<file path="src/eem_pkg.sv">
// Purpose: shared constants and carrier types for the eeprom host controller
// Assumes: 50 MHz clk, byte-wide 2048 x 8 part driven through its pins
// Notes: times are in ns or us, cycle counts derive from them
package eem_pkg;
    // ****************************************
    // timing
    // ****************************************
    localparam int CLK_NS = 20;
    localparam int ACCESS_NS = 450;
    localparam int WR_PULSE_NS = 175;
    localparam int SETUP_NS = 50;
    localparam int WR_CYCLE_US = 10000;
    localparam int ACCESS_CYC = (ACCESS_NS + CLK_NS - 1) / CLK_NS;
    localparam int WR_PULSE_CYC = (WR_PULSE_NS + CLK_NS - 1) / CLK_NS;
    localparam int SETUP_CYC = (SETUP_NS + CLK_NS - 1) / CLK_NS;
    localparam int WR_CYCLE_CYC = (WR_CYCLE_US * 1000 + CLK_NS - 1) / CLK_NS;
    // ****************************************
    // layout and values
    // ****************************************
    localparam int ADDR_W = 11;
    localparam int DATA_W = 8;
    localparam int COL_W = 4;
    localparam logic [7:0] PAT_EVEN = 8'haa;
    localparam logic [7:0] PAT_ODD = 8'h55;
    localparam logic [7:0] ERASE_DATA = 8'hff;
    localparam logic [7:0] RESET_DATA = 8'h00;
    localparam int SYNC_STAGES = 3;

    typedef enum logic [1:0] {
        EEM_CMD_READ,
        EEM_CMD_WRITE,
        EEM_CMD_ERASE,
        EEM_CMD_PATTERN
    } eem_cmd_t;

    typedef struct packed {
        eem_cmd_t cmd;
        logic [10:0] addr;
        logic [7:0] data;
    } eem_req_t;

    // pin group toward the memory
    typedef struct packed {
        logic selectN;
        logic outDriveN;
        logic storeN;
        logic eraseHv;
        logic [10:0] addr;
    } eem_pins_t;
endpackage : eem_pkg

</file>
<file path="src/eem_host.sv">
// Purpose: host controller that drives a byte-wide eeprom through its pins
// Assumes: one request at a time, erase voltage switched externally by eraseHv
// Notes: reads, byte writes, chip erase and a checkerboard fill
// ****************************************
// Notes on behaviour
// - byte write only with select low, output drive high, store low.
// - erase: select low, store low, erase voltage on output drive, data all high.
// - erase transitions are timed against store strobe edges, not select.
// - pattern fill: even rows 10101010, odd rows 01010101, 128 rows by 16.
// - after a write or erase wait the full internal cycle first.
// ****************************************
module eem_host
    import eem_pkg::*;
#(
    parameter int WRITE_WAIT = WR_CYCLE_CYC
) (
    input wire logic clk,
    input wire logic rst_b,
    input wire logic clkEn,
    input wire logic reqValid,
    input wire eem_req_t req,
    output logic reqReady,
    output logic rdValid,
    output logic [7:0] rdData,
    output logic busy,
    output eem_pins_t pins,
    output logic [7:0] byteLinesOut,
    output logic byteLinesOe,
    input wire logic [7:0] byteLinesIn
);
    // the wait counter is 24 bits wide, so longer waits cannot be served
    if (WRITE_WAIT < 1 || WRITE_WAIT > 2 ** 24 - 1) begin : g_badWait
        $error("eem_host: WRITE_WAIT out of range");
    end

    // ****************************************
    // state
    // ****************************************
    typedef enum logic [2:0] {
        IDLE,
        RD_ACCESS,
        WR_SETUP,
        WR_PULSE,
        WR_HOLD,
        WR_WAIT
    } eem_state_t;

    eem_state_t state;
    logic [23:0] count;
    eem_cmd_t cmd;
    logic fillRun;
    logic [10:0] fillAddr;
    logic [7:0] syncData;

    eem_sync #(
        .WIDTH(DATA_W)
    ) uSync (
        .clk(clk),
        .rst_b(rst_b),
        .clkEn(clkEn),
        .asyncIn(byteLinesIn),
        .syncOut(syncData)
    );

    // row is addr[10:4]; its low bit picks the pattern
    function automatic logic [7:0] fill_byte(input logic [10:0] a);
        fill_byte = a[COL_W] ? PAT_ODD : PAT_EVEN;
    endfunction : fill_byte

    // ****************************************
    // sequencer
    // ****************************************
    always_ff @(posedge clk or negedge rst_b) begin
        if (!rst_b) begin
            state <= IDLE;
            count <= '0;
            cmd <= EEM_CMD_READ;
            reqReady <= 1'b0;
            rdValid <= 1'b0;
            rdData <= RESET_DATA;
            busy <= 1'b0;
            pins <= '{selectN: 1'b1, outDriveN: 1'b1, storeN: 1'b1, eraseHv: 1'b0, addr: '0};
            byteLinesOut <= RESET_DATA;
            byteLinesOe <= 1'b0;
        end else if (clkEn) begin
            rdValid <= 1'b0;
            case (state)
                IDLE: begin
                    // idle pins: select high, store high keeps the part inhibited
                    pins.selectN <= 1'b1;
                    pins.storeN <= 1'b1;
                    pins.outDriveN <= 1'b1;
                    pins.eraseHv <= 1'b0;
                    byteLinesOe <= 1'b0;
                    count <= '0;
                    if (fillRun) begin
                        cmd <= EEM_CMD_WRITE;
                        pins.addr <= fillAddr;
                        byteLinesOut <= fill_byte(fillAddr);
                        reqReady <= 1'b0;
                        busy <= 1'b1;
                        state <= WR_SETUP;
                    end else if (reqValid && reqReady) begin
                        reqReady <= 1'b0;
                        busy <= 1'b1;
                        pins.addr <= req.addr;
                        case (req.cmd)
                            EEM_CMD_READ: begin
                                cmd <= EEM_CMD_READ;
                                pins.selectN <= 1'b0;
                                pins.outDriveN <= 1'b0;
                                state <= RD_ACCESS;
                            end
                            EEM_CMD_ERASE: begin
                                cmd <= EEM_CMD_ERASE;
                                byteLinesOut <= ERASE_DATA;
                                state <= WR_SETUP;
                            end
                            EEM_CMD_PATTERN: begin
                                cmd <= EEM_CMD_WRITE;
                                busy <= 1'b1;
                                state <= IDLE;
                            end
                            default: begin
                                cmd <= EEM_CMD_WRITE;
                                byteLinesOut <= req.data;
                                state <= WR_SETUP;
                            end
                        endcase
                    end else begin
                        reqReady <= 1'b1;
                        busy <= fillRun;
                    end
                end
                RD_ACCESS: begin
                    // wait access time plus the synchroniser delay
                    if (count == 24'(ACCESS_CYC + SYNC_STAGES + 1)) begin
                        rdData <= syncData;
                        rdValid <= 1'b1;
                        pins.selectN <= 1'b1;
                        pins.outDriveN <= 1'b1;
                        state <= IDLE;
                    end else begin
                        count <= count + 24'h000001;
                    end
                end
                WR_SETUP: begin
                    // output drive high (or high voltage) before store falls
                    pins.selectN <= 1'b0;
                    pins.outDriveN <= 1'b1;
                    pins.eraseHv <= (cmd == EEM_CMD_ERASE);
                    byteLinesOe <= 1'b1;
                    if (count == 24'(SETUP_CYC)) begin
                        count <= '0;
                        pins.storeN <= 1'b0;
                        state <= WR_PULSE;
                    end else begin
                        count <= count + 24'h000001;
                    end
                end
                WR_PULSE: begin
                    if (count == 24'(WR_PULSE_CYC)) begin
                        count <= '0;
                        pins.storeN <= 1'b1;
                        state <= WR_HOLD;
                    end else begin
                        count <= count + 24'h000001;
                    end
                end
                WR_HOLD: begin
                    // select, voltage and data released only after store rises
                    if (count == 24'(SETUP_CYC)) begin
                        count <= '0;
                        pins.selectN <= 1'b1;
                        pins.eraseHv <= 1'b0;
                        byteLinesOe <= 1'b0;
                        state <= WR_WAIT;
                    end else begin
                        count <= count + 24'h000001;
                    end
                end
                WR_WAIT: begin
                    // no access until the internal cycle is surely over
                    if (count == 24'(WRITE_WAIT - 1)) begin
                        count <= '0;
                        state <= IDLE;
                    end else begin
                        count <= count + 24'h000001;
                    end
                end
                default: begin
                    state <= IDLE;
                end
            endcase
        end
    end

    // ****************************************
    // checkerboard fill walker
    // ****************************************
    // kept apart so a host request can never disturb the address walk
    always_ff @(posedge clk or negedge rst_b) begin
        if (!rst_b) begin
            fillRun <= 1'b0;
            fillAddr <= '0;
        end else if (clkEn) begin
            if (state == IDLE && !fillRun && reqValid && reqReady && req.cmd == EEM_CMD_PATTERN) begin
                fillRun <= 1'b1;
                fillAddr <= '0;
            end else if (state == WR_WAIT && count == 24'(WRITE_WAIT - 1) && fillRun) begin
                fillAddr <= fillAddr + 11'h001;
                fillRun <= (fillAddr != 11'h7ff);
            end
        end
    end
endmodule : eem_host

</file>
<file path="src/eem_sync.sv">
// Purpose: three-stage synchroniser with a settle check for pin inputs
// Assumes: input is asynchronous to clk
// Notes: output changes only when stages two and three agree
module eem_sync
    import eem_pkg::*;
#(
    parameter int WIDTH = 8
) (
    input wire logic clk,
    input wire logic rst_b,
    input wire logic clkEn,
    input wire logic [WIDTH-1:0] asyncIn,
    output logic [WIDTH-1:0] syncOut
);
    if (WIDTH < 1) begin : g_badWidth
        $error("eem_sync: WIDTH must be positive");
    end

    logic [WIDTH-1:0] stage1;
    logic [WIDTH-1:0] stage2;
    logic [WIDTH-1:0] stage3;

    // stage1 feeds stage2 alone
    always_ff @(posedge clk or negedge rst_b) begin
        if (!rst_b) begin
            stage1 <= '0;
            stage2 <= '0;
            stage3 <= '0;
        end else if (clkEn) begin
            stage1 <= asyncIn;
            stage2 <= stage1;
            stage3 <= stage2;
        end
    end

    always_ff @(posedge clk or negedge rst_b) begin
        if (!rst_b) begin
            syncOut <= '0;
        end else if (clkEn && stage2 == stage3) begin
            syncOut <= stage3;
        end
    end
endmodule : eem_sync

</file>
<file path="config.mk">
export PLATFORM = sky130hd
export DESIGN_NAME = eem_host
export DESIGN_NICKNAME = d
export VERILOG_FILES = /design/src/eem_pkg.sv /design/src/eem_host.sv /design/src/eem_sync.sv
export SDC_FILE = /design/constraint.sdc
export NUM_CORES = 1
export LEC_CHECK = 0
export ABC_AREA = 1
export BUFFER_PORTS_ARGS = -buffer_cell sky130_fd_sc_hd__buf_2
export CORE_UTILIZATION = 50
export CTS_CLUSTER_SIZE = 28
export DETAILED_ROUTE_END_ITERATION = 12
export GPL_TIMING_DRIVEN = 0
export PLACE_DENSITY = 0.72
export RECOVER_POWER = 25
export SLEW_MARGIN = 20
export SYNTH_ARGS = -nofsm -noshare
export SYNTH_HDL_FRONTEND = slang
export SYNTH_SLANG_ARGS = --single-unit
export TNS_END_PERCENT = 100
</file>
<file path="constraint.sdc">
create_clock -name clk -period 1.8 [get_ports clk]
set_clock_uncertainty 0.1 [all_clocks]
set_input_delay 0.18 -clock clk [delete_from_list [all_inputs] [get_ports clk]]
set_output_delay 0.18 -clock clk [all_outputs]
set_load 0.02 [all_outputs]
</file>
# ---- Yosys cells after proc, flatten, opt, wreduce, memory -nomap -nowiden
# Index checks and enable logic that the tools add are counted.
dict set report totals {
  regBits 108
  latch_bits 0
  ramBits 0
  mem_bits_ro 0
  out_inout_bits 35
  word_cells 120
  memories 0
}
dict set report classes {
  addsub 2
  multipliers 0
  div_mod_pow 0
  magnitude_cmp 0
  eq_ne 22
  shifts 0
  mux 45
  bitwise 0
  n_reduce_logical 31
}
# operator n
set ops {}
lappend ops {{$pmux W24 S5} 1}
lappend ops {{$mux W24} 4}
lappend ops {{$mux W11} 4}
lappend ops {{$add A24 B1 Y24 const B} 1}
lappend ops {{$eq A24 B19 Y1 const B} 1}
lappend ops {{$eq A24 B2 Y1 const B} 1}
lappend ops {{$eq A24 B4 Y1 const B} 1}
lappend ops {{$eq A24 B5 Y1 const B} 1}
lappend ops {{$mux W8} 3}
lappend ops {{$mux W3} 7}
lappend ops {{$pmux W3 S6} 1}
lappend ops {{$pmux W8 S2} 1}
lappend ops {{$reduce_and A3 Y1} 5}
lappend ops {{$mux W2} 6}
lappend ops {{$ne A2 B2 Y1 const B} 6}
lappend ops {{$pmux W1 S3} 4}
lappend ops {{$reduce_and A4 Y1} 3}
lappend ops {{$add A11 B1 Y11 const B} 1}
lappend ops {{$mux W1} 11}
lappend ops {{$ne A11 B11 Y1 const B} 1}
lappend ops {{$reduce_bool A3 Y1} 3}
lappend ops {{$eq A8 B8 Y1} 1}
lappend ops {{$logic_and A1 B1 Y1} 8}
lappend ops {{$pmux W2 S2} 2}
lappend ops {{16 further kinds} 23}

# ---- Longest topological paths before layout
# Gate-level depths: netlist of the first run.
dict set report depth {
  ltp_word 7
  mapped_depth 12
  ltp_nobuf 11
}

# ---- Hierarchy
# A second synthesis of the first run with hierarchy kept.
dict set report unflattened {
  cells_unflattened 855
  area_unflattened_um2 6287.3
}
# module n_inst cells_each area_each_um2 seq_area_each_um2
set by_module_without_submodules {}
lappend by_module_without_submodules {eem_host 1 688 4889.7 1905.6}
lappend by_module_without_submodules {eem_sync 1 167 1397.6 800.8}

# ---- Worst setup path after synthesis of the first run
# No wires, ideal clock.
dict set report synth_path {
  path_type {flip-flop to flip-flop}
  from {reg count[0]}
  to {reg rdData[3]}
  t_arrival_ps 1630
  t_required_ps 1582
  path_slack_ps -48
  stages_incl_launch_ff 11
  n_path_buf 3
  period_less_slack_ps 1848
  path_cell_list {dfrtp_1 -> ha_1 -> buf_2 -> nand3_1 -> nor2_1 -> nand4_1 -> or2_1 -> buf_6 -> buf_6 -> nand2_1 -> o21ai_2}
}
dict set report synth_via {
  elab_chain_cells 2
}
# item line
set synth_lines {}
lappend synth_lines {{start, declared} eem_host.sv:49} ;# logic [23:0] count;
lappend synth_lines {{start signal, assigned} eem_host.sv:144} ;# count <= count + 24'h000001;
lappend synth_lines {{start signal, assigned} eem_host.sv:158} ;# count <= count + 24'h000001;
lappend synth_lines {{start signal, assigned} eem_host.sv:167} ;# count <= count + 24'h000001;
lappend synth_lines {{$eq A24 B5 Y1} eem_host.sv:137} ;# if (count == 24'(ACCESS_CYC + SYNC_STAGES + 1)) begin
lappend synth_lines {{$reduce_and A3 Y1 (no line)} --}
lappend synth_lines {{end signal, assigned} eem_host.sv:138} ;# rdData <= syncData;
lappend synth_lines {{end, declared} eem_host.sv:24} ;# output logic [7:0] rdData,
# No other way between the ends.
# A chain may end at the register's enable or synchronous reset.

# ---- Worst setup path in the final report of the first run
dict set report layout_path {
  from {reg count[7]}
  to {reg count[21]}
}
dict set report layout_via {
  elab_chain_cells 3
  elab_cells_between_ends 12
}
# item line
set layout_lines {}
lappend layout_lines {{$add A24 B1 Y24, or another cell as far along} --}
lappend layout_lines {{$mux W24, or another cell as far along} eem_host.sv:184} ;# if (count == 24'(WRITE_WAIT - 1)) begin
lappend layout_lines {{$pmux W24 S5 / $reduce_and A3 Y1 (equally long branches)} --}
# Parallel ways exist; a longest one is shown, timed or not. The select of a mux whose other input is x is not followed.

==> impl_metrics.py, run 1 <==
metrics = {
    "min_path": {
        "hp-class": "primary input to flop",
        "hp-start": "req[19]",
        "min_path_cells": 3,
        "worst_hold_path.endpoint": "cmd[0]$_DFFE_PN0P_",
    },
    "finish": {
        "finalNetCount": 972,
        "final_util_pct": 67.5,
        "fill_cells": 931,
        "n_antenna_cell": 0,
        "seqCellArea_sq_um": 2710,
        "multiInputGateArea_sq_um": 3130,
        "syn2layout_area_growth_pct": 31.2,
        "drive_gt1_share_pct": 28.6,
    },
    "sta": {
        "setup_ws_ns": -0.111,
        "setup_viol": 48,
        "worstMarginPinSlew_ns": 1.19,
        "fmax_mhz": 523,
        "period_share_pct": 106,
        "relSlewSlack_pct": 20.6,
        "maxSlewViolCount": 0,
        "finalCriticalPeriod_ns": 1.91,
        "rsz0062_at_grt": "true",
        "holdWs_ns": 0.0396,
        "hold_viol": 0,
    },
    "place": {
        "hpwl_mm": 10.0,
        "place_congestion": 0.902,
        "portBuffers": 67,
    },
    "critical_path": {
        "arrival_ns": 2.05,
        "r2r_start": "count[7]$_DFFE_PN0P_",
        "required_ns": 1.94,
        "path_class": "flop to flop",
        "r2r-end": "count[21]$_DFFE_PN0P_",
        "critical_path.slowest_cell": "dfrtp_1",
        "path_cells": "nor2_1 -> nand2_2 -> nor2_4 -> nand4_1 -> buf_4 -> buf_4 -> buf_6 -> nand4_1 -> o21ai_1",
        "end_kind": "flop",
        "r2r_slack_ns": -0.11,
        "path_max_fanout": 6,
        "cpPeakStageDelay_ns": 0.46,
        "reg2reg_depth": 9,
        "cp-start-kind": "flop",
        "crit_start": "count[7]$_DFFE_PN0P_",
    },
    "clock_network": {
        "clk_pin_slew_ns": 0.08,
        "cts_max_level": 3,
        "cts_sinks": 108,
        "clock_latency_ns": 0.36,
        "cts_made_buffers": 9,
        "cts_buffer_depth": 2,
        "cts_tree": "done",
        "clockRootBuffer": "clkbuf_16",
    },
    "synthesis": {
        "synth_mux_area_share_pct": 0,
        "synth_top_cell_by_area": "dfrtp_1",
        "synth_ff_type": "dfrtp_1",
        "synth_top_family_by_area": "simple AND/OR/NAND/NOR gates",
        "synth_top_area_share_pct": 44.5,
        "synth_area_leaders": "dfrtp_1, nand2_1, nor2_1, o21ai_0, inv_1",
        "ys_types": 35,
        "syn_area_per_cell_sq_um": 7.40,
        "postSynthCellCount": 797,
        "synthXorXnorAreaFrac_pct": 2.38,
        "synth_fa_ha_area_share_pct": 1.48,
        "yosysWarnings": 0,
        "ys_ff_latch": 108,
        "asyncSetResetFlopFracSynth_pct": 100,
        "synth_edf_count": 0,
        "synth-simple-area-share_pct": 31.0,
        "post-synth-top-count-cell": "nand2_1",
        "syn_area_sq_um": 5900,
        "synth_compound_area_share_pct": 11.6,
        "yosysSeqAreaShare_pct": 45.9,
        "yosys-top-cells-count": "nand2_1, dfrtp_1, nor2_1",
        "syn_nets": 837,
    },
    "drt": {
        "routed_via_density": 5.30,
        "vias": 5724,
        "first_pass_iters": 6,
        "drc": 0,
        "wirelength_mm": 15.6,
        "met2WireLength_mm": 7.52,
        "wl_met1_mm": 7.00,
        "wire_per_inst_microns": 14.5,
        "initialDrtViolationCount": 495,
        "wl_met3_microns": 884,
        "ant_nets": 0,
        "routed.top_layer": "met4",
    },
    "power_and_ir_drop": {
        "ir_worst_vdd_mv": 1.07,
        "power_frac_seq_pct": 39.1,
        "clkPwrFrac_pct": 21.5,
        "power_frac_comb_pct": 39.3,
        "switching_power_mw": 3.60,
        "leakage_nw": 3.72,
        "internal_power_mw": 5.37,
        "swShare_pct": 40.1,
        "p_per_area_nw_per_um2": 1160,
    },
    "floorplan": {
        "core-area_sq_um": 11500,
        "ios": 68,
        "start_util_pct": 51.4,
        "fp.dieW_microns": 111,
        "die_area_sq_um": 12200,
        "fp-row-count": 39,
        "dieHeight_microns": 111,
    },
    "global_routing": {
        "grt_pass1_wl_mm": 25.9,
        "antenna_found_initial": 0,
        "groute.usage.overall_pct": 26.0,
        "first_global_vias": 5389,
        "overflow": 0,
        "grt_start_max_net_pins": 59,
    },
    "flow_run": {
        "drv_cap": 0,
    },
    "status": {
        "failed_checks": "setup timing",
        "status": "finished with violations",
    },
}
## cell usage in the layout (no fill, tap or decap), types with 4 or more instances in the layout
| cell | n |
|---|---|
| dlygate4sd3_1 | 20 |
| nand2_4 | 6 |
| nor2_1 | 72 |
| buf_4 | 29 |
| nand3_1 | 38 |
| o21ai_2 | 14 |
| nor3_1 | 5 |
| xor2_1 | 12 |
| a21oi_1 | 6 |
| buf_2 | 71 |
| o211ai_1 | 12 |
| nand2_1 | 229 |
| clkbuf_1 | 9 |
| nand2_2 | 37 |
| inv_1 | 62 |
| o21ai_0 | 40 |
| dfrtp_1 | 101 |
| ha_1 | 5 |
| nor2_2 | 8 |
| nor2_4 | 15 |
| o21ai_1 | 14 |
| buf_6 | 18 |
| nand3_2 | 11 |
| nand4_1 | 13 |
| a31oi_1 | 19 |
| inv_4 | 4 |
| dfrtp_2 | 4 |
| clkbuf_16 | 9 |
| inv_2 | 9 |
## logic make-up after synthesis
logic type      Yosys count
flops                   108
buf+inv                 108
xor+xnor                 16
simple gates            442
compound gates          116
fa+ha+maj                 7
## worst max-delay path by stage
stage / to / slack (ns) / cells after the start
after floorplan: rdData[3]$_DFFE_PN0P_ / 0.001 / 10
after global placement: byteLinesOut[7]$_DFFE_PN0P_ / -0.79 / 1
after detailed placement: count[16]$_DFFE_PN0P_ / -0.35 / 11
after CTS: rdData[2]$_DFFE_PN0P_ / -0.20 / 10
after global routing: state[0]$_DFFE_PN0P_ / -0.23 / 12
final: count[21]$_DFFE_PN0P_ / -0.11 / 9
## power groups by stage
stage	clock (mW)	combinational (mW)	sequential [mW]
after CTS	1.98	3.19	3.45
after global routing	2.06	3.92	3.58
after global placement	0	2.78	3.48
after floorplan	0	1.64	3.76
final	1.93	3.53	3.51
after detailed placement	0	2.84	3.47
## timing repair
| action | 4_1_cts | 5_1_grt |
|---|---|---|
| buffers inserted | 20 | 14 |
| resized for setup | 91 | 87 |
| cloned | 6 | 1 |
| endpoints found under the hold margin | 69 | 0 |
| pin swaps | 29 | 31 |
| endpoints found under the setup margin | 65 | 79 |
| hold buffers | 20 | 0 |
## worst max-delay path, delay by kind of cell, from the launching register on
family          cells  cell delay [ns]
compound gates      1             0.08
buf+inv             3             0.42
flops               1             0.46
simple gates        5             0.72
## registers in the layout (all words and copies together) (netlist names), 2 cells and up
register and count:
uSync.stage2 8, fillAddr 11, rdData 8, cmd 2
byteLinesOut 8, uSync.syncOut 8, uSync.stage3 8, count 24
pins 15, uSync.stage1 8, state 3
## final cells by class
class                           count  share of cell area, %
Clock buffer                       12                   3.32
Timing Repair Buffer              128                   12.0
Clock inverter                      4                  0.388
Tap cell                          143                   2.31
Multi-Input combinational cell    581                   40.4
Buffer                             27                   2.60
Sequential cell                   108                   35.0
Inverter                           77                   3.96
## layer usage
| layer | GRT usage (%) | vias up |
|---|---|---|
| met5 | 0 | - |
| met4 | 7.38 | 0 |
| met3 | 5.82 | 27 |
| met2 | 42.4 | 181 |
| met1 | 34.9 | 2682 |
| li1 | - | 2834 |
## stage by stage
stage | total power [mW] | instance area [sq um] | std cells | setup TNS [ns] | setup slack [ns]
after floorplan | 5.40 | 5900 | 797 | 0 | 0.00123
after global placement | 6.26 | 6420 | 1007 | -93.69 | -0.789
after detailed placement | 6.31 | 6450 | 1008 | -11.88 | -0.352
after CTS | 8.61 | 7410 | 1067 | -5.11 | -0.195
after global routing | 9.56 | 7740 | 1080 | -9.90 | -0.229
final | 8.97 | 7740 | 1080 | -2.97 | -0.111
(Power assumes the default switching activity.)
==> inputs of run 2 (changes only) <==
CORE_MARGIN = 4   (was unset)
==> run 2 against run 1 <==
  * The run still ends with setup timing left
  * Hold slack worse by 0.011 ns
  * Wire length down 0.97%
  * Design area rose by 0.84%
  * Setup slack improved by 0.013 ns
  * Clock power grew 7%
  * Maximum frequency increased by 0.67%
  * Sequential share of layout area is 0.13 points lower
  * Critical endpoint is now rdData[1]$_DFFE_PN0P_
==> impl_metrics.py, run 2 (synthesis gave the netlist of run 1 again) <==
metrics = {
    "global_routing": {
        "grt_start_max_net_pins": 57,
        "overflow": 0,
        "groute.usage.overall_pct": 23.1,
        "first_global_vias": 5323,
        "antenna_found_initial": 0,
        "grt_pass1_wl_mm": 25.3,
    },
    "critical_path": {
        "required_ns": 1.94,
        "cp-start-kind": "flop",
        "critPathBufInv": 2,
        "path_cells": "nor2_1 -> nand2_2 -> nor2_2 -> nand4_1 -> or2_1 -> buf_6 -> buf_12 -> nand2_2 -> o21ai_2",
        "cpPeakStageDelay_ns": 0.48,
        "critical_path.slowest_cell": "dfrtp_2",
        "path_class": "flop to flop",
        "crit_top_cell": "nand2_2",
        "end_kind": "flop",
        "arrival_ns": 2.04,
        "crit_family": "simple AND/OR/NAND/NOR gates",
        "path_max_fanout": 8,
    },
    "finish": {
        "multiInputGateArea_sq_um": 3110,
        "final_util_pct": 68.0,
        "largestRegisters": "count x24, pins x15, fillAddr x11",
        "layout_commonest_cell": "nand2_1",
        "syn2layout_area_growth_pct": 32.3,
        "design_area_sq_um": 7800,
        "finalNetCount": 974,
        "final_cell_mix": "nand2_1, dfrtp_1, buf_2",
        "drive_gt1_share_pct": 28.9,
        "largest_reg_flops": 24,
        "top_register": "count",
        "seqCellArea_sq_um": 2720,
        "fill_cells": 929,
        "n_antenna_cell": 0,
    },
    "drt": {
        "routed_via_density": 5.30,
        "drc": 0,
        "ant_nets": 0,
        "initialDrtViolationCount": 420,
        "wirelength_mm": 15.5,
        "wire_per_inst_microns": 14.3,
        "first_pass_iters": 7,
        "vias": 5740,
    },
    "floorplan": {
        "start_util_pct": 51.4,
        "ios": 68,
        "core-area_sq_um": 11500,
        "dieHeight_microns": 117,
        "fp.dieW_microns": 117,
        "fp-row-count": 39,
        "die_area_sq_um": 13600,
    },
    "power_and_ir_drop": {
        "clkPwrFrac_pct": 22.9,
        "p_per_area_nw_per_um2": 1150,
        "swShare_pct": 39.1,
        "leakage_nw": 3.76,
        "power_frac_comb_pct": 38.1,
        "ir_worst_vdd_mv": 1.05,
        "power_frac_seq_pct": 39.0,
        "totalPowerFinal_mw": 8.98,
        "switching_power_mw": 3.52,
        "internal_power_mw": 5.46,
    },
    "clock_network": {
        "clockRootBuffer": "clkbuf_16",
        "cts_sinks": 108,
        "cts_buffer_depth": 2,
        "cts_tree": "done",
        "clock_latency_ns": 0.35,
        "cts_made_buffers": 9,
        "cts_max_level": 3,
        "clk_pin_slew_ns": 0.07,
    },
    "sta": {
        "worstMarginPinSlew_ns": 1.34,
        "fmax_mhz": 527,
        "period_share_pct": 105,
        "setup_viol": 24,
        "maxSlewViolCount": 0,
        "hold_viol": 0,
        "rsz0062_at_grt": "true",
        "tns_ns": -1.11,
        "relSlewSlack_pct": 10.8,
        "setup_ws_ns": -0.0985,
        "finalCriticalPeriod_ns": 1.90,
    },
    "place": {
        "portBuffers": 67,
        "place_ws_ns": -0.379,
        "place_congestion": 0.902,
        "post_dp_cell_area_sq_um": 6450,
        "hpwl_mm": 10.2,
    },
    "status": {
        "status": "finished with violations",
        "failed_checks": "setup timing",
    },
    "min_path": {
        "hp-class": "primary input to flop",
    },
    "flow_run": {
        "drv_cap": 0,
    },
}
[run 2: worst paths after layout]
| kind | from | endpoint | slack [ns] | depth (start not counted) |
|---|---|---|---|---|
| max | count[5]$_DFFE_PN0P_ | rdData[1]$_DFFE_PN0P_ | -0.1 | 9 |
| min | req[19] | cmd[0]$_DFFE_PN0P_ | 0.03 | 3 |
| max reg2reg | count[5]$_DFFE_PN0P_ | rdData[1]$_DFFE_PN0P_ | -0.1 | 9 |
| min reg2reg | uSync.stage1[7]$_DFFE_PN0P_ | uSync.stage1[7]$_DFFE_PN0P_ | 0.37 | 2 |
| max in group asynchronous | rst_b | pins[14]$_DFFE_PN1P_ | 0.10 | 3 |
| min in group asynchronous | rst_b | count[1]$_DFFE_PN0P_ | 0.56 | 2 |
[run 2: repair_timing]
action / CTS / global route
resized for setup: 50 / 129
cloned: 1 / 3
setup endpoints to repair: 73 / 82
hold buffers: 20 / 0
pin swaps: 16 / 29
buffers inserted: 15 / 25
hold endpoints to repair: 69 / 0
[run 2: through the flow]
step | hold slack (ns) | instances
floorplan | -0.216 | 797
global placement | 0.282 | 1007
detailed placement | 0.0588 | 1008
CTS | 0.00754 | 1057
global route | 0.0293 | 1082
finish | 0.0288 | 1082
[run 2: worst register-to-register path, cell delays in order (launching register included)]
cell	delay, ns
dfrtp_2	0.48
nor2_1	0.16
nand2_2	0.09
nor2_2	0.14
nand4_1	0.16
or2_1	0.27
buf_6	0.14
buf_12	0.14
nand2_2	0.06
o21ai_2	0.04
[run 2: routing by layer]
metal	wire length, microns	GRT usage (%)
met3	901	5.44
met4	230	6.57
met5	0	0
met2	7430	36.0
met1	6920	32.4
[run 2: final cells by class]
class | instances | share of cell area, %
timing repair buffer | 131 | 12.4
inverter | 77 | 3.96
multi-input combinational | 581 | 39.8
buffer | 26 | 2.66
tap | 143 | 2.29
sequential | 108 | 34.9
clock buffer | 11 | 3.24
clock inverter | 5 | 0.738
[run 2: power groups by stage]
stage / Clock, mW / Sequential (mW) / Combinational [mW]
after CTS: 2.10 / 3.45 / 3.06
after detailed placement: 0 / 3.49 / 2.84
after floorplan: 0 / 3.76 / 1.64
after global routing: 2.18 / 3.57 / 3.78
after global placement: 0 / 3.48 / 2.78
final: 2.06 / 3.51 / 3.42
==> inputs of run 3 (changes only) <==
CTS_BUF_LIST = sky130_fd_sc_hd__clkbuf_4 sky130_fd_sc_hd__clkbuf_8   (was unset)
==> run 3 against run 2 <==
  * The run still ends with setup timing left
  * Global-route usage grew 0.26 points
  * Setup slack lost 0.027 ns
  * Cell count rose by 0.83%
  * Combinational power grew 4%
  * Clock-buffer cell count did not move
  * Sequential power down 1%
  * Critical path type unchanged
  * Largest power group is now combinational logic
  * Highest routed layer unchanged
==> impl_metrics.py, run 3 (synthesis gave the netlist of run 1 again) <==
metrics = {
    "power_and_ir_drop": {
        "clkPwrFrac_pct": 18.3,
        "internal_power_mw": 5.08,
        "leakage_nw": 3.76,
        "swShare_pct": 40.9,
        "power_frac_seq_pct": 40.3,
        "power_frac_comb_pct": 41.4,
        "totalPowerFinal_mw": 8.60,
        "switching_power_mw": 3.52,
        "ir_worst_vdd_mv": 0.985,
        "p_per_area_nw_per_um2": 1100,
    },
    "critical_path": {
        "path_cells": "nor2_2 -> nand2_2 -> nor2_4 -> nand4_1 -> or2_1 -> buf_6 -> buf_12 -> nand2_2 -> o21ai_2",
        "cp-start-kind": "flop",
        "required_ns": 1.99,
        "crit_top_cell": "nand2_2",
        "critical_path.slowest_cell": "dfrtp_2",
        "arrival_ns": 2.11,
        "critPathBufInv": 2,
        "crit_family": "simple AND/OR/NAND/NOR gates",
        "end_kind": "flop",
        "path_class": "flop to flop",
        "cpPeakStageDelay_ns": 0.47,
        "path_max_fanout": 7,
    },
    "sta": {
        "finalCriticalPeriod_ns": 1.93,
        "setup_viol": 44,
        "hold_viol": 0,
        "fmax_mhz": 519,
        "worstMarginPinSlew_ns": 1.36,
        "period_share_pct": 107,
        "rsz0062_at_grt": "true",
        "maxSlewViolCount": 0,
        "relSlewSlack_pct": 9.26,
        "setup_ws_ns": -0.125,
    },
    "place": {
        "portBuffers": 67,
        "place_congestion": 0.902,
        "post_dp_cell_area_sq_um": 6450,
        "hpwl_mm": 10.2,
    },
    "clock_network": {
        "clk_pin_slew_ns": 0.10,
        "cts_sinks": 108,
        "clockRootBuffer": "clkbuf_8",
        "cts_buffer_depth": 2,
        "cts_max_level": 3,
        "cts_tree": "done",
        "clock_latency_ns": 0.39,
        "cts_made_buffers": 9,
    },
    "global_routing": {
        "grt_pass1_wl_mm": 25.4,
        "grt_start_max_net_pins": 57,
        "first_global_vias": 5320,
        "antenna_found_initial": 0,
        "overflow": 0,
        "groute.usage.overall_pct": 23.4,
    },
    "flow_run": {
        "drv_cap": 0,
    },
    "floorplan": {
        "ios": 68,
        "core-area_sq_um": 11500,
        "fp-row-count": 39,
        "die_area_sq_um": 13600,
        "start_util_pct": 51.4,
        "fp.dieW_microns": 117,
        "dieHeight_microns": 117,
    },
    "drt": {
        "vias": 5759,
        "initialDrtViolationCount": 447,
        "routed_via_density": 5.28,
        "wire_per_inst_microns": 14.4,
        "wirelength_mm": 15.7,
        "first_pass_iters": 5,
        "ant_nets": 0,
        "drc": 0,
    },
    "finish": {
        "top_register": "count",
        "layout_commonest_cell": "nand2_1",
        "finalNetCount": 983,
        "syn2layout_area_growth_pct": 32.7,
        "seqCellArea_sq_um": 2720,
        "largestRegisters": "count x24, pins x15, fillAddr x11",
        "n_antenna_cell": 0,
        "design_area_sq_um": 7830,
        "drive_gt1_share_pct": 29.0,
        "final_cell_mix": "nand2_1, dfrtp_1, buf_2",
        "fill_cells": 925,
        "multiInputGateArea_sq_um": 3140,
        "largest_reg_flops": 24,
        "final_util_pct": 68.3,
    },
    "min_path": {
        "hp-class": "primary input to flop",
    },
    "status": {
        "failed_checks": "setup timing",
        "status": "finished with violations",
    },
}
run 3: changes by cell type in the layout (fill, tap and decap cells not counted), sizes merged:
cell	previous run	this run
buf	124	129
dlygate4sd3	20	23
clkbuf	24	25
clkinvlp	1	0
inv	75	76
run 3: final timing paths:
check	from	to	slack, ns	cells after the start
max	count[12]$_DFFE_PN0P_	rdData[1]$_DFFE_PN0P_	-0.13	9
min	req[7]	byteLinesOut[7]$_DFFE_PN0P_	0.04	3
max reg2reg	count[12]$_DFFE_PN0P_	rdData[1]$_DFFE_PN0P_	-0.13	9
min reg2reg	uSync.stage1[7]$_DFFE_PN0P_	uSync.stage1[7]$_DFFE_PN0P_	0.38	2
max in group asynchronous	rst_b	pins[14]$_DFFE_PN1P_	0.14	3
min in group asynchronous	rst_b	count[1]$_DFFE_PN0P_	0.53	2
run 3: layout make-up:
class / instances / share of cell area [%]
multi-input combinational: 581 / 40.1
clock inverter: 5 / 0.735
buffer: 26 / 2.64
sequential: 108 / 34.8
tap: 143 / 2.29
inverter: 77 / 3.96
clock buffer: 11 / 1.93
timing repair buffer: 140 / 13.6
run 3: worst reg2reg max path, stage by stage (launching register included):
cell and delay [ns]:
dfrtp_2 0.47, nor2_2 0.16, nand2_2 0.09, nor2_4 0.16
nand4_1 0.18, or2_1 0.27, buf_6 0.14, buf_12 0.14
nand2_2 0.06, o21ai_2 0.04
run 3: per-stage QoR:
step | TNS [ns] | std cells | hold slack [ns] | setup slack [ns]
after global placement | -96.02 | 1007 | 0.282 | -0.812
final | -2.36 | 1091 | 0.0387 | -0.125
after global routing | -12.46 | 1091 | 0.0364 | -0.229
after detailed placement | -12.27 | 1008 | 0.0588 | -0.379
after CTS | -2.35 | 1065 | 0.00824 | -0.0987
after floorplan | 0 | 797 | -0.216 | 0.00123
run 3: per-layer routing:
layer / GRT usage [%] / routed length (microns)
met1: 32.5 / 6960
met5: 0 / 0
met4: 6.35 / 262
met2: 36.0 / 7440
met3: 6.68 / 1000
run 3: power by group through the flow:
| stage | Sequential, mW | Clock [mW] | Combinational, mW |
|---|---|---|---|
| final | 3.47 | 1.57 | 3.56 |
| after global routing | 3.53 | 1.69 | 3.91 |
| after CTS | 3.45 | 1.60 | 3.15 |
| after detailed placement | 3.49 | 0 | 2.84 |
| after global placement | 3.48 | 0 | 2.78 |
| after floorplan | 3.76 | 0 | 1.64 |
run 3: what timing repair did:
action,in CTS,in global routing
hold buffers,23,0
pin swaps,15,34
endpoints found under the setup margin,74,81
hold endpoints to repair,74,0
gates cloned,4,4
setup buffers,16,25
gates resized for setup,67,114
